**config.mk**
```make
export PLATFORM = sky130hd
export DESIGN_NAME = spr_regs
export DESIGN_NICKNAME = d
export VERILOG_FILES = /design/src/spr_pkg.sv /design/src/spr_regs.sv
export VERILOG_INCLUDE_DIRS = /design/src
export SDC_FILE = /design/constraint.sdc
export NUM_CORES = 1
export LEC_CHECK = 0
export BUFFER_PORTS_ARGS = -buffer_cell sky130_fd_sc_hd__buf_2
export CAP_MARGIN = 40
export CELL_PAD_IN_SITES_DETAIL_PLACEMENT = 1
export CELL_PAD_IN_SITES_GLOBAL_PLACEMENT = 1
export CORE_UTILIZATION = 40
export CTS_CLUSTER_SIZE = 20
export DETAILED_ROUTE_END_ITERATION = 8
export PLACE_DENSITY = 0.75
export SLEW_MARGIN = 20
export SYNTH_ARGS = -nofsm -noshare
export SYNTH_HDL_FRONTEND = slang
export SYNTH_SLANG_ARGS = --single-unit
```
**constraint.sdc**
```tcl
create_clock -name i_core_clk -period 4.15 [get_ports i_core_clk]
set_input_delay 0.6225 -clock i_core_clk [delete_from_list [all_inputs] [get_ports i_core_clk]]
set_output_delay 0.6225 -clock i_core_clk [all_outputs]
set_load 0.005 [all_outputs]
```
**src/spr_consts.svh**
```systemverilog
/*
 * register offsets, field positions and reset values of the lane PLL and
 * termination calibration register group.
 * assumes a 12-bit register address from the serial register port.
 */
`ifndef SPR_CONSTS_SVH
`define SPR_CONSTS_SVH

// register offsets
`define SPR_ADDR_PLL_CONTROL 12'h280
`define SPR_ADDR_PLL_STATUS 12'h281
`define SPR_ADDR_REFCLK_DIVIDER 12'h289
`define SPR_ADDR_TERM_CAL_CONTROL_A 12'h2a7
`define SPR_ADDR_TERM_OVERRIDE_A 12'h2a8

// pll_control fields
`define SPR_CTL_POWER_ENABLE_BIT 0
`define SPR_CTL_RSVD_RW_BIT 1
`define SPR_CTL_RECAL_BIT 2

// pll_status fields
`define SPR_STS_LOCKED_BIT 0
`define SPR_STS_CAL_VALID_BIT 3
`define SPR_STS_BELOW_BIT 4
`define SPR_STS_ABOVE_BIT 5

// refclk_divider and termination fields
`define SPR_DIV_SEL_MSB 1
`define SPR_TERM_CAL_TRIG_BIT 0
`define SPR_OVR_ENABLE_BIT 4
`define SPR_OVR_VALUE_MSB 3
`define SPR_OVR_VALUE_LSB 1

// reset values
`define SPR_RST_BYTE 8'h00
`define SPR_RST_CODE 3'h0

`endif

```
**src/spr_pkg.sv**
```systemverilog
/*
 * types shared by the lane PLL and termination register group.
 * assumes nothing beyond a SystemVerilog compiler.
 */
package spr_pkg;

    // reference predivider select codes, named by the lane-rate band served
    typedef enum logic [1:0] {
        SPR_BAND_6G_12G5 = 2'h0,
        SPR_BAND_3G_6G = 2'h1,
        SPR_BAND_1G5_3G = 2'h2,
        SPR_BAND_UNUSED = 2'h3
    } spr_prediv_t;

    typedef logic [7:0] spr_byte_t;

endpackage : spr_pkg

```
**src/spr_regs.sv**
```systemverilog
/*
 * spr_regs: software-visible control and status bytes of the lane PLL and
 * the first termination calibration group.
 * assumes the serial register port engine delivers decoded byte accesses
 * on i_core_clk; analog status and the calibrated code come from outside
 * this clock domain and are synchronised here.
 */
`timescale 1ns/100ps
`default_nettype none
`include "spr_consts.svh"

module spr_regs
    import spr_pkg::*;
(
    // clock and reset
    input wire logic i_core_clk,
    input wire logic i_rst,
    // register port
    input wire logic [11:0] i_reg_addr,
    input wire logic i_reg_wr,
    input wire logic i_reg_rd,
    input wire logic [7:0] i_reg_wdata,
    output logic [7:0] o_reg_rdata,
    // analog status from the lane PLL
    input wire logic i_pll_locked,
    input wire logic i_pump_cal_valid,
    input wire logic i_pump_below_range,
    input wire logic i_pump_above_range,
    // calibrated termination code from the calibration engine
    input wire logic [2:0] i_term_cal_code_a,
    // controls towards the lane PLL
    output logic o_pll_power_enable,
    output logic o_pll_recal_pulse,
    output spr_prediv_t o_refclk_predivider_select,
    // controls towards the first termination group
    output logic o_term_cal_start_a,
    output logic o_term_override_a,
    output logic [2:0] o_term_value_a
);

    // stored register bytes
    spr_byte_t pll_control_q;
    spr_byte_t refclk_divider_q;
    spr_byte_t term_cal_control_a_q;
    spr_byte_t term_override_a_q;
    // synchroniser stages for the analog side
    logic [3:0] sts_meta_q;
    logic [3:0] sts_sync_q;
    logic [2:0] code_meta_q;
    logic [2:0] code_sync_q;
    // trigger edge state
    logic recal_prev_q;
    logic term_prev_q;
    logic recal_pulse_q;
    logic term_pulse_q;
    // output flops and the combinational status byte
    logic [7:0] rdata_q;
    logic pwr_q;
    spr_prediv_t prediv_q;
    logic ovr_q;
    logic [2:0] tval_q;
    spr_byte_t pll_status_d;

    // rising edge of a trigger bit against its previous sample
    function automatic logic rose(input logic cur, input logic prev);
        rose = cur & ~prev;
    endfunction : rose

    // write decode for one register offset
    function automatic logic wr_hit(input logic [11:0] addr, input logic [11:0] reg_addr,
                                    input logic wr);
        wr_hit = wr && (addr == reg_addr);
    endfunction : wr_hit

    // pll_control: bits 2:0 stored, bits 7:3 read zero
    always_ff @(posedge i_core_clk or posedge i_rst) begin
        if (i_rst) begin
            pll_control_q <= `SPR_RST_BYTE;
        end else if (wr_hit(i_reg_addr, `SPR_ADDR_PLL_CONTROL, i_reg_wr)) begin
            pll_control_q <= `SPR_RST_BYTE;
            pll_control_q[`SPR_CTL_POWER_ENABLE_BIT] <=
                i_reg_wdata[`SPR_CTL_POWER_ENABLE_BIT];
            pll_control_q[`SPR_CTL_RSVD_RW_BIT] <= i_reg_wdata[`SPR_CTL_RSVD_RW_BIT];
            pll_control_q[`SPR_CTL_RECAL_BIT] <= i_reg_wdata[`SPR_CTL_RECAL_BIT];
        end
    end

    // refclk_divider: only the predivider select is stored
    always_ff @(posedge i_core_clk or posedge i_rst) begin
        if (i_rst) begin
            refclk_divider_q <= `SPR_RST_BYTE;
        end else if (wr_hit(i_reg_addr, `SPR_ADDR_REFCLK_DIVIDER, i_reg_wr)) begin
            refclk_divider_q <= {6'h00, i_reg_wdata[`SPR_DIV_SEL_MSB:0]};
        end
    end

    // termination trigger byte: only bit 0 is stored
    always_ff @(posedge i_core_clk or posedge i_rst) begin
        if (i_rst) begin
            term_cal_control_a_q <= `SPR_RST_BYTE;
        end else if (wr_hit(i_reg_addr, `SPR_ADDR_TERM_CAL_CONTROL_A, i_reg_wr)) begin
            term_cal_control_a_q <= {7'h00, i_reg_wdata[`SPR_TERM_CAL_TRIG_BIT]};
        end
    end

    // override byte: all eight bits stored and read back
    always_ff @(posedge i_core_clk or posedge i_rst) begin
        if (i_rst) begin
            term_override_a_q <= `SPR_RST_BYTE;
        end else if (wr_hit(i_reg_addr, `SPR_ADDR_TERM_OVERRIDE_A, i_reg_wr)) begin
            term_override_a_q <= i_reg_wdata;
        end
    end

    // two-flop synchronisers for the analog status and calibrated code
    always_ff @(posedge i_core_clk or posedge i_rst) begin
        if (i_rst) begin
            sts_meta_q <= 4'h0;
            sts_sync_q <= 4'h0;
            code_meta_q <= `SPR_RST_CODE;
            code_sync_q <= `SPR_RST_CODE;
        end else begin
            sts_meta_q <= {i_pump_above_range, i_pump_below_range, i_pump_cal_valid,
                           i_pll_locked};
            sts_sync_q <= sts_meta_q;
            code_meta_q <= i_term_cal_code_a;
            code_sync_q <= code_meta_q;
        end
    end

    // status byte assembled from synchronised levels; reserved bits zero
    always_comb begin
        pll_status_d = `SPR_RST_BYTE;
        pll_status_d[`SPR_STS_LOCKED_BIT] = sts_sync_q[0];
        pll_status_d[`SPR_STS_CAL_VALID_BIT] = sts_sync_q[1];
        pll_status_d[`SPR_STS_BELOW_BIT] = sts_sync_q[2];
        pll_status_d[`SPR_STS_ABOVE_BIT] = sts_sync_q[3];
    end

    // trigger edge detection: one pulse per 0-to-1 change
    always_ff @(posedge i_core_clk or posedge i_rst) begin
        if (i_rst) begin
            recal_prev_q <= 1'b0;
            term_prev_q <= 1'b0;
            recal_pulse_q <= 1'b0;
            term_pulse_q <= 1'b0;
        end else begin
            recal_prev_q <= pll_control_q[`SPR_CTL_RECAL_BIT];
            term_prev_q <= term_cal_control_a_q[`SPR_TERM_CAL_TRIG_BIT];
            recal_pulse_q <= rose(pll_control_q[`SPR_CTL_RECAL_BIT], recal_prev_q);
            term_pulse_q <= rose(term_cal_control_a_q[`SPR_TERM_CAL_TRIG_BIT],
                                 term_prev_q);
        end
    end

    // pll-facing level outputs, each from its own flop
    always_ff @(posedge i_core_clk or posedge i_rst) begin
        if (i_rst) begin
            pwr_q <= 1'b0;
            prediv_q <= SPR_BAND_6G_12G5;
        end else begin
            pwr_q <= pll_control_q[`SPR_CTL_POWER_ENABLE_BIT];
            prediv_q <= spr_prediv_t'(refclk_divider_q[`SPR_DIV_SEL_MSB:0]);
        end
    end

    // termination-facing outputs: forced code or the calibrated one
    always_ff @(posedge i_core_clk or posedge i_rst) begin
        if (i_rst) begin
            ovr_q <= 1'b0;
            tval_q <= `SPR_RST_CODE;
        end else begin
            ovr_q <= term_override_a_q[`SPR_OVR_ENABLE_BIT];
            if (term_override_a_q[`SPR_OVR_ENABLE_BIT]) begin
                // forced code, 000 for xxx1000x
                tval_q <= term_override_a_q[`SPR_OVR_VALUE_MSB:`SPR_OVR_VALUE_LSB];
            end else begin
                tval_q <= code_sync_q;
            end
        end
    end

    // registered read data; unmapped offsets read zero
    always_ff @(posedge i_core_clk or posedge i_rst) begin
        if (i_rst) begin
            rdata_q <= `SPR_RST_BYTE;
        end else if (i_reg_rd) begin
            case (i_reg_addr)
                `SPR_ADDR_PLL_CONTROL: rdata_q <= pll_control_q;
                `SPR_ADDR_PLL_STATUS: rdata_q <= pll_status_d;
                `SPR_ADDR_REFCLK_DIVIDER: rdata_q <= refclk_divider_q;
                `SPR_ADDR_TERM_CAL_CONTROL_A: rdata_q <= term_cal_control_a_q;
                `SPR_ADDR_TERM_OVERRIDE_A: rdata_q <= term_override_a_q;
                default: rdata_q <= `SPR_RST_BYTE;
            endcase
        end
    end

    assign o_reg_rdata = rdata_q;
    assign o_pll_power_enable = pwr_q;
    assign o_pll_recal_pulse = recal_pulse_q;
    assign o_refclk_predivider_select = prediv_q;
    assign o_term_cal_start_a = term_pulse_q;
    assign o_term_override_a = ovr_q;
    assign o_term_value_a = tval_q;

endmodule : spr_regs

`default_nettype wire

```
# Word level (Yosys, flattened, before mapping)
# Cells that the tools add are included.
[totals]
reg_bits = 47
in_bits = 31
out_inout_bits = 17
elab_cells = 32
[classes]
eq_ne = 5
n_mux = 2
bitwise = 4
reduce_logical = 4
[ops]
columns = ["operator", "count"]
rows = [
  ["$eq 12x10->1 const B", 5],
  ["$pmux 8 s5", 1],
  ["$logic_and 1x1->1", 4],
  ["$mux 3", 1],
  ["$and 1x1->1", 2],
  ["$not 1->1", 2],
]

# Logic depth before layout (Yosys ltp)
[logic_depth]
depth_word = 2
depth_mapped = 6
mapped_depth_nobuf = 4

# Worst setup path before layout
# Ideal clock, no wire load.
[synth_timing]
path_kind = "input -> register"
start = "input port i_reg_addr[8]"
end = "register term_override_a_q[0]"
setup_ps = 125
arrival_ps = 2134
required_time_ps = 4025
path_slack_ps = 1891
path_stages = 5
n_path_buf = 1
path_cell_list = "or4b_4 -> nor4_4 -> and3_1 -> buf_6 -> mux2_2"
[synth_between]
elab_chain_cells = 2
[synth_lines]
columns = ["element", "line", "source"]
rows = [
  ["start, declared", "spr_regs.sv:19", "input wire logic [11:0] i_reg_addr,"],
  ["$eq 12x10->1", "spr_regs.sv:72", "wr_hit = wr && (addr == reg_addr);"],
  ["$logic_and 1x1->1", "spr_regs.sv:72", ""],
  ["end signal, assigned", "spr_regs.sv:109", "term_override_a_q <= `SPR_RST_BYTE;"],
  ["end signal, assigned", "spr_regs.sv:111", "term_override_a_q <= i_reg_wdata;"],
  ["end, declared", "spr_regs.sv:45", "spr_byte_t term_override_a_q;"],
]
# No other way between the ends.
# A chain may end at the register's enable or synchronous reset.

# Worst setup path after layout
[layout_timing]
start = "input port i_reg_addr[8]"
end = "register term_override_a_q[1]"
# Same word-level chain as after synthesis.

==> results.sh <==
export IMPL_die_area_um2=4580
export IMPL_top_layer="met4"
export IMPL_final_hold_viol_count=0
export IMPL_drv_slew=0
export IMPL_reg2reg_depth=4
export IMPL_grt_max_degree=30
export IMPL_grt_pass1_vias=1260
export IMPL_power_density_nw_per_um2=382
export IMPL_status="finished, final reports clean"
export IMPL_io_pins=48
export IMPL_wl_um=3500
export IMPL_min_period_over_period=0.561
export IMPL_required_ns=4.33
export IMPL_clock_fmax_mhz=430
export IMPL_fin_setup_tns_ns=0
export IMPL_die_w_um=67.7
export IMPL_synthToLayoutAreaGrowth_pct=22.9
export IMPL_dr_pass1_iters=4
export IMPL_seq_area_frac_synth=0.681
export IMPL_dr_wl_met2_um=1740
export IMPL_reg2reg_from="term_override_a_q[0]"
export IMPL_met1_length_um=1450
export IMPL_skew_ns=0.00461
export IMPL_synth_top_area_frac=0.681
export IMPL_syn_nets=152
export IMPL_ys_top_cells_by_count="dfrtp_1, mux2_2, inv_1"
export IMPL_slew_headroom=0.726
export IMPL_grtUsageTotal=0.183
export IMPL_synth_edf_count=0
export IMPL_cts_setup_buffers=0
export IMPL_holdBufCountCts=0
export IMPL_crit_path_end_kind="flip-flop"
export IMPL_h_tree_depth=2
export IMPL_synth_area_leaders="dfrtp_1, mux2_2, inv_1"
export IMPL_drc=0
export IMPL_post_cts_resized=0
export IMPL_nNetsFinal=203
export IMPL_p_int_mw=0.639
export IMPL_synth_cell_type_count=32
export IMPL_gr_total_overflow=0
export IMPL_p_sw_frac=0.211
export IMPL_num_rows=23
export IMPL_clk_insertion_delay_late_ns=0.30
export IMPL_hold_path_class="in -> async"
export IMPL_drtIter0Drc=29
export IMPL_setup_violations_final=0
export IMPL_cts_inserted_buffers=5
export IMPL_critPathArrivalTime_ns=2.51
export IMPL_finalPower_mw=0.810
export IMPL_multi_input_area_um2=494
export IMPL_numClockSinks=47
export IMPL_rsz0062_at_grt="false"
export IMPL_max_stage_delay_ns=0.56
export IMPL_place_congestion=0.779
export IMPL_grt_first_pass_wirelength_um=5790
export IMPL_start_util=0.423
export IMPL_pwr_share_seq=0.581
export IMPL_yosysWarningCount=0
export IMPL_wl_met3_um=211
export IMPL_post_drt_wl_per_cell_um=15.7
export IMPL_yosysTopAreaCell="dfrtp_1"
export IMPL_syn_inst=121
export IMPL_cp_max_fo=8
export IMPL_cp_slowest_cell="or4b_4"
export IMPL_worst_slew_pin_transition_ns=0.410
export IMPL_drive_gt1_frac=0.445
export IMPL_cts_buffer_depth=2
export IMPL_p_clk_frac=0.362
export IMPL_reg2reg_slack_ns=3.04
export IMPL_grt_antenna_before_repair=0
export IMPL_vias=1142
export IMPL_yosys_most_used_dff="dfrtp_1"
export IMPL_core_area_um2=4090
export IMPL_comb_power_share=0.056
export IMPL_ant_nets=0
export IMPL_netlist_area_um2=1730
export IMPL_reg2reg_to="o_reg_rdata[0]"
export IMPL_register_area_um2=1180
export IMPL_path_clk_slew_ns=0.08
export IMPL_via_per_inst=5.12
export IMPL_synth_most_common_cell="dfrtp_1"
export IMPL_fin_crit_ns=2.33
export IMPL_cp_cell_sequence="buf_2 > or4b_4 > nor4_4 > and3_1 > mux2_2"
export IMPL_ys_ff_latch=47
export IMPL_fill_cells=433
export IMPL_cts_tree="yes"
export IMPL_crit_type="in -> reg"
export IMPL_num_antenna_cells=0
export IMPL_p_leak_nw=1.06
export IMPL_io_buffers=47
export IMPL_peakVddDrop_v=0.000204
export IMPL_maxCapViolCount=0
export IMPL_async_flop_share=1.00
export IMPL_die_h_um=67.7
export IMPL_cts_root_buf="clkbuf_8"
export IMPL_synth_area_per_cell_um2=14.3
export IMPL_p_switching_mw=0.171
export IMPL_dp_hpwl_um=2670
export IMPL_setup_worst_path_start_class="primary input"
-- critical path: cells and delay by family --
family,cells,cell delay [ns]
mux,1,0.39
buf+inv,1,0.10
simple gates,3,1.40
-- metal layers --
metal,track usage,up-vias
met4,0.109,0
met2,0.303,42
li1,-,528
met3,0.0507,10
met5,0,-
met1,0.209,562
-- cell families after synthesis --
logic type             synth area share
buffers and inverters            0.0326
DFF                               0.681
AOI/OAI and AO/OA                0.0739
and+or+nand+nor                  0.0957
muxes                             0.117
-- stage by stage --
stage	cell area [µm²]	utilization	hold slack (ns)	setup WS, ns	cells
CTS	2120	0.519	0.305	1.82	223
detailed placement	2020	0.495	0.336	1.49	215
finish	2120	0.519	0.306	1.82	223
floorplan	1730	-	0.331	1.89	121
global placement	2000	0.490	0.333	1.57	214
global route	2120	0.519	0.333	1.75	223
-- power groups by stage --
stage,registers (mW),clock network [mW],logic (mW)
CTS,0.471,0.307,0.0471
global route,0.472,0.321,0.0516
finish,0.471,0.293,0.0456
global placement,0.479,0,0.0420
detailed placement,0.480,0,0.0468
floorplan,0.479,0,0.0188
-- cell usage in the layout (no fill, tap or decap), types with 2 or more instances in the layout --
cell,netlist,layout
a22oi_1,3,3
buf_2,0,47
inv_1,9,8
dfrtp_1,47,47
o22ai_1,5,5
nor2b_1,3,3
clkbuf_8,0,7
nand2_1,6,6
a22o_1,2,2
o21ai_0,2,2
mux2_2,17,17
nor2_1,3,3
-- worst max path at each step --
stage	startpoint	to	slack, ns	cells after the start
after floorplan	i_reg_addr[8]	term_override_a_q[0]	1.89	5
after global placement	i_reg_addr[8]	term_override_a_q[6]	1.57	5
after detailed placement	i_reg_addr[8]	term_override_a_q[1]	1.49	5
after CTS	i_reg_addr[8]	term_override_a_q[1]	1.82	5
after global routing	i_reg_addr[8]	term_override_a_q[1]	1.75	5
final	i_reg_addr[8]	term_override_a_q[1]	1.82	5
-- layout make-up --
cell class | count | share of cell area
Multi-Input combinational cell | 61 | 0.233
Tap cell | 50 | 0.0295
Inverter | 9 | 0.0159
Timing Repair Buffer | 48 | 0.120
Clock buffer | 8 | 0.0472
Sequential cell | 47 | 0.554
-- sequential cells by signal, indices dropped and copies added, names as in the netlist, 2 cells and up --
name and cells:
refclk_divider_q 2, o_refclk_predivider_select 2, code_sync_q 3, pll_control_q 3, o_reg_rdata 8, sts_meta_q 4
sts_sync_q 4, term_override_a_q 8, code_meta_q 3, o_term_value_a 3
No activity file was read; power rests on OpenSTA's default activity.
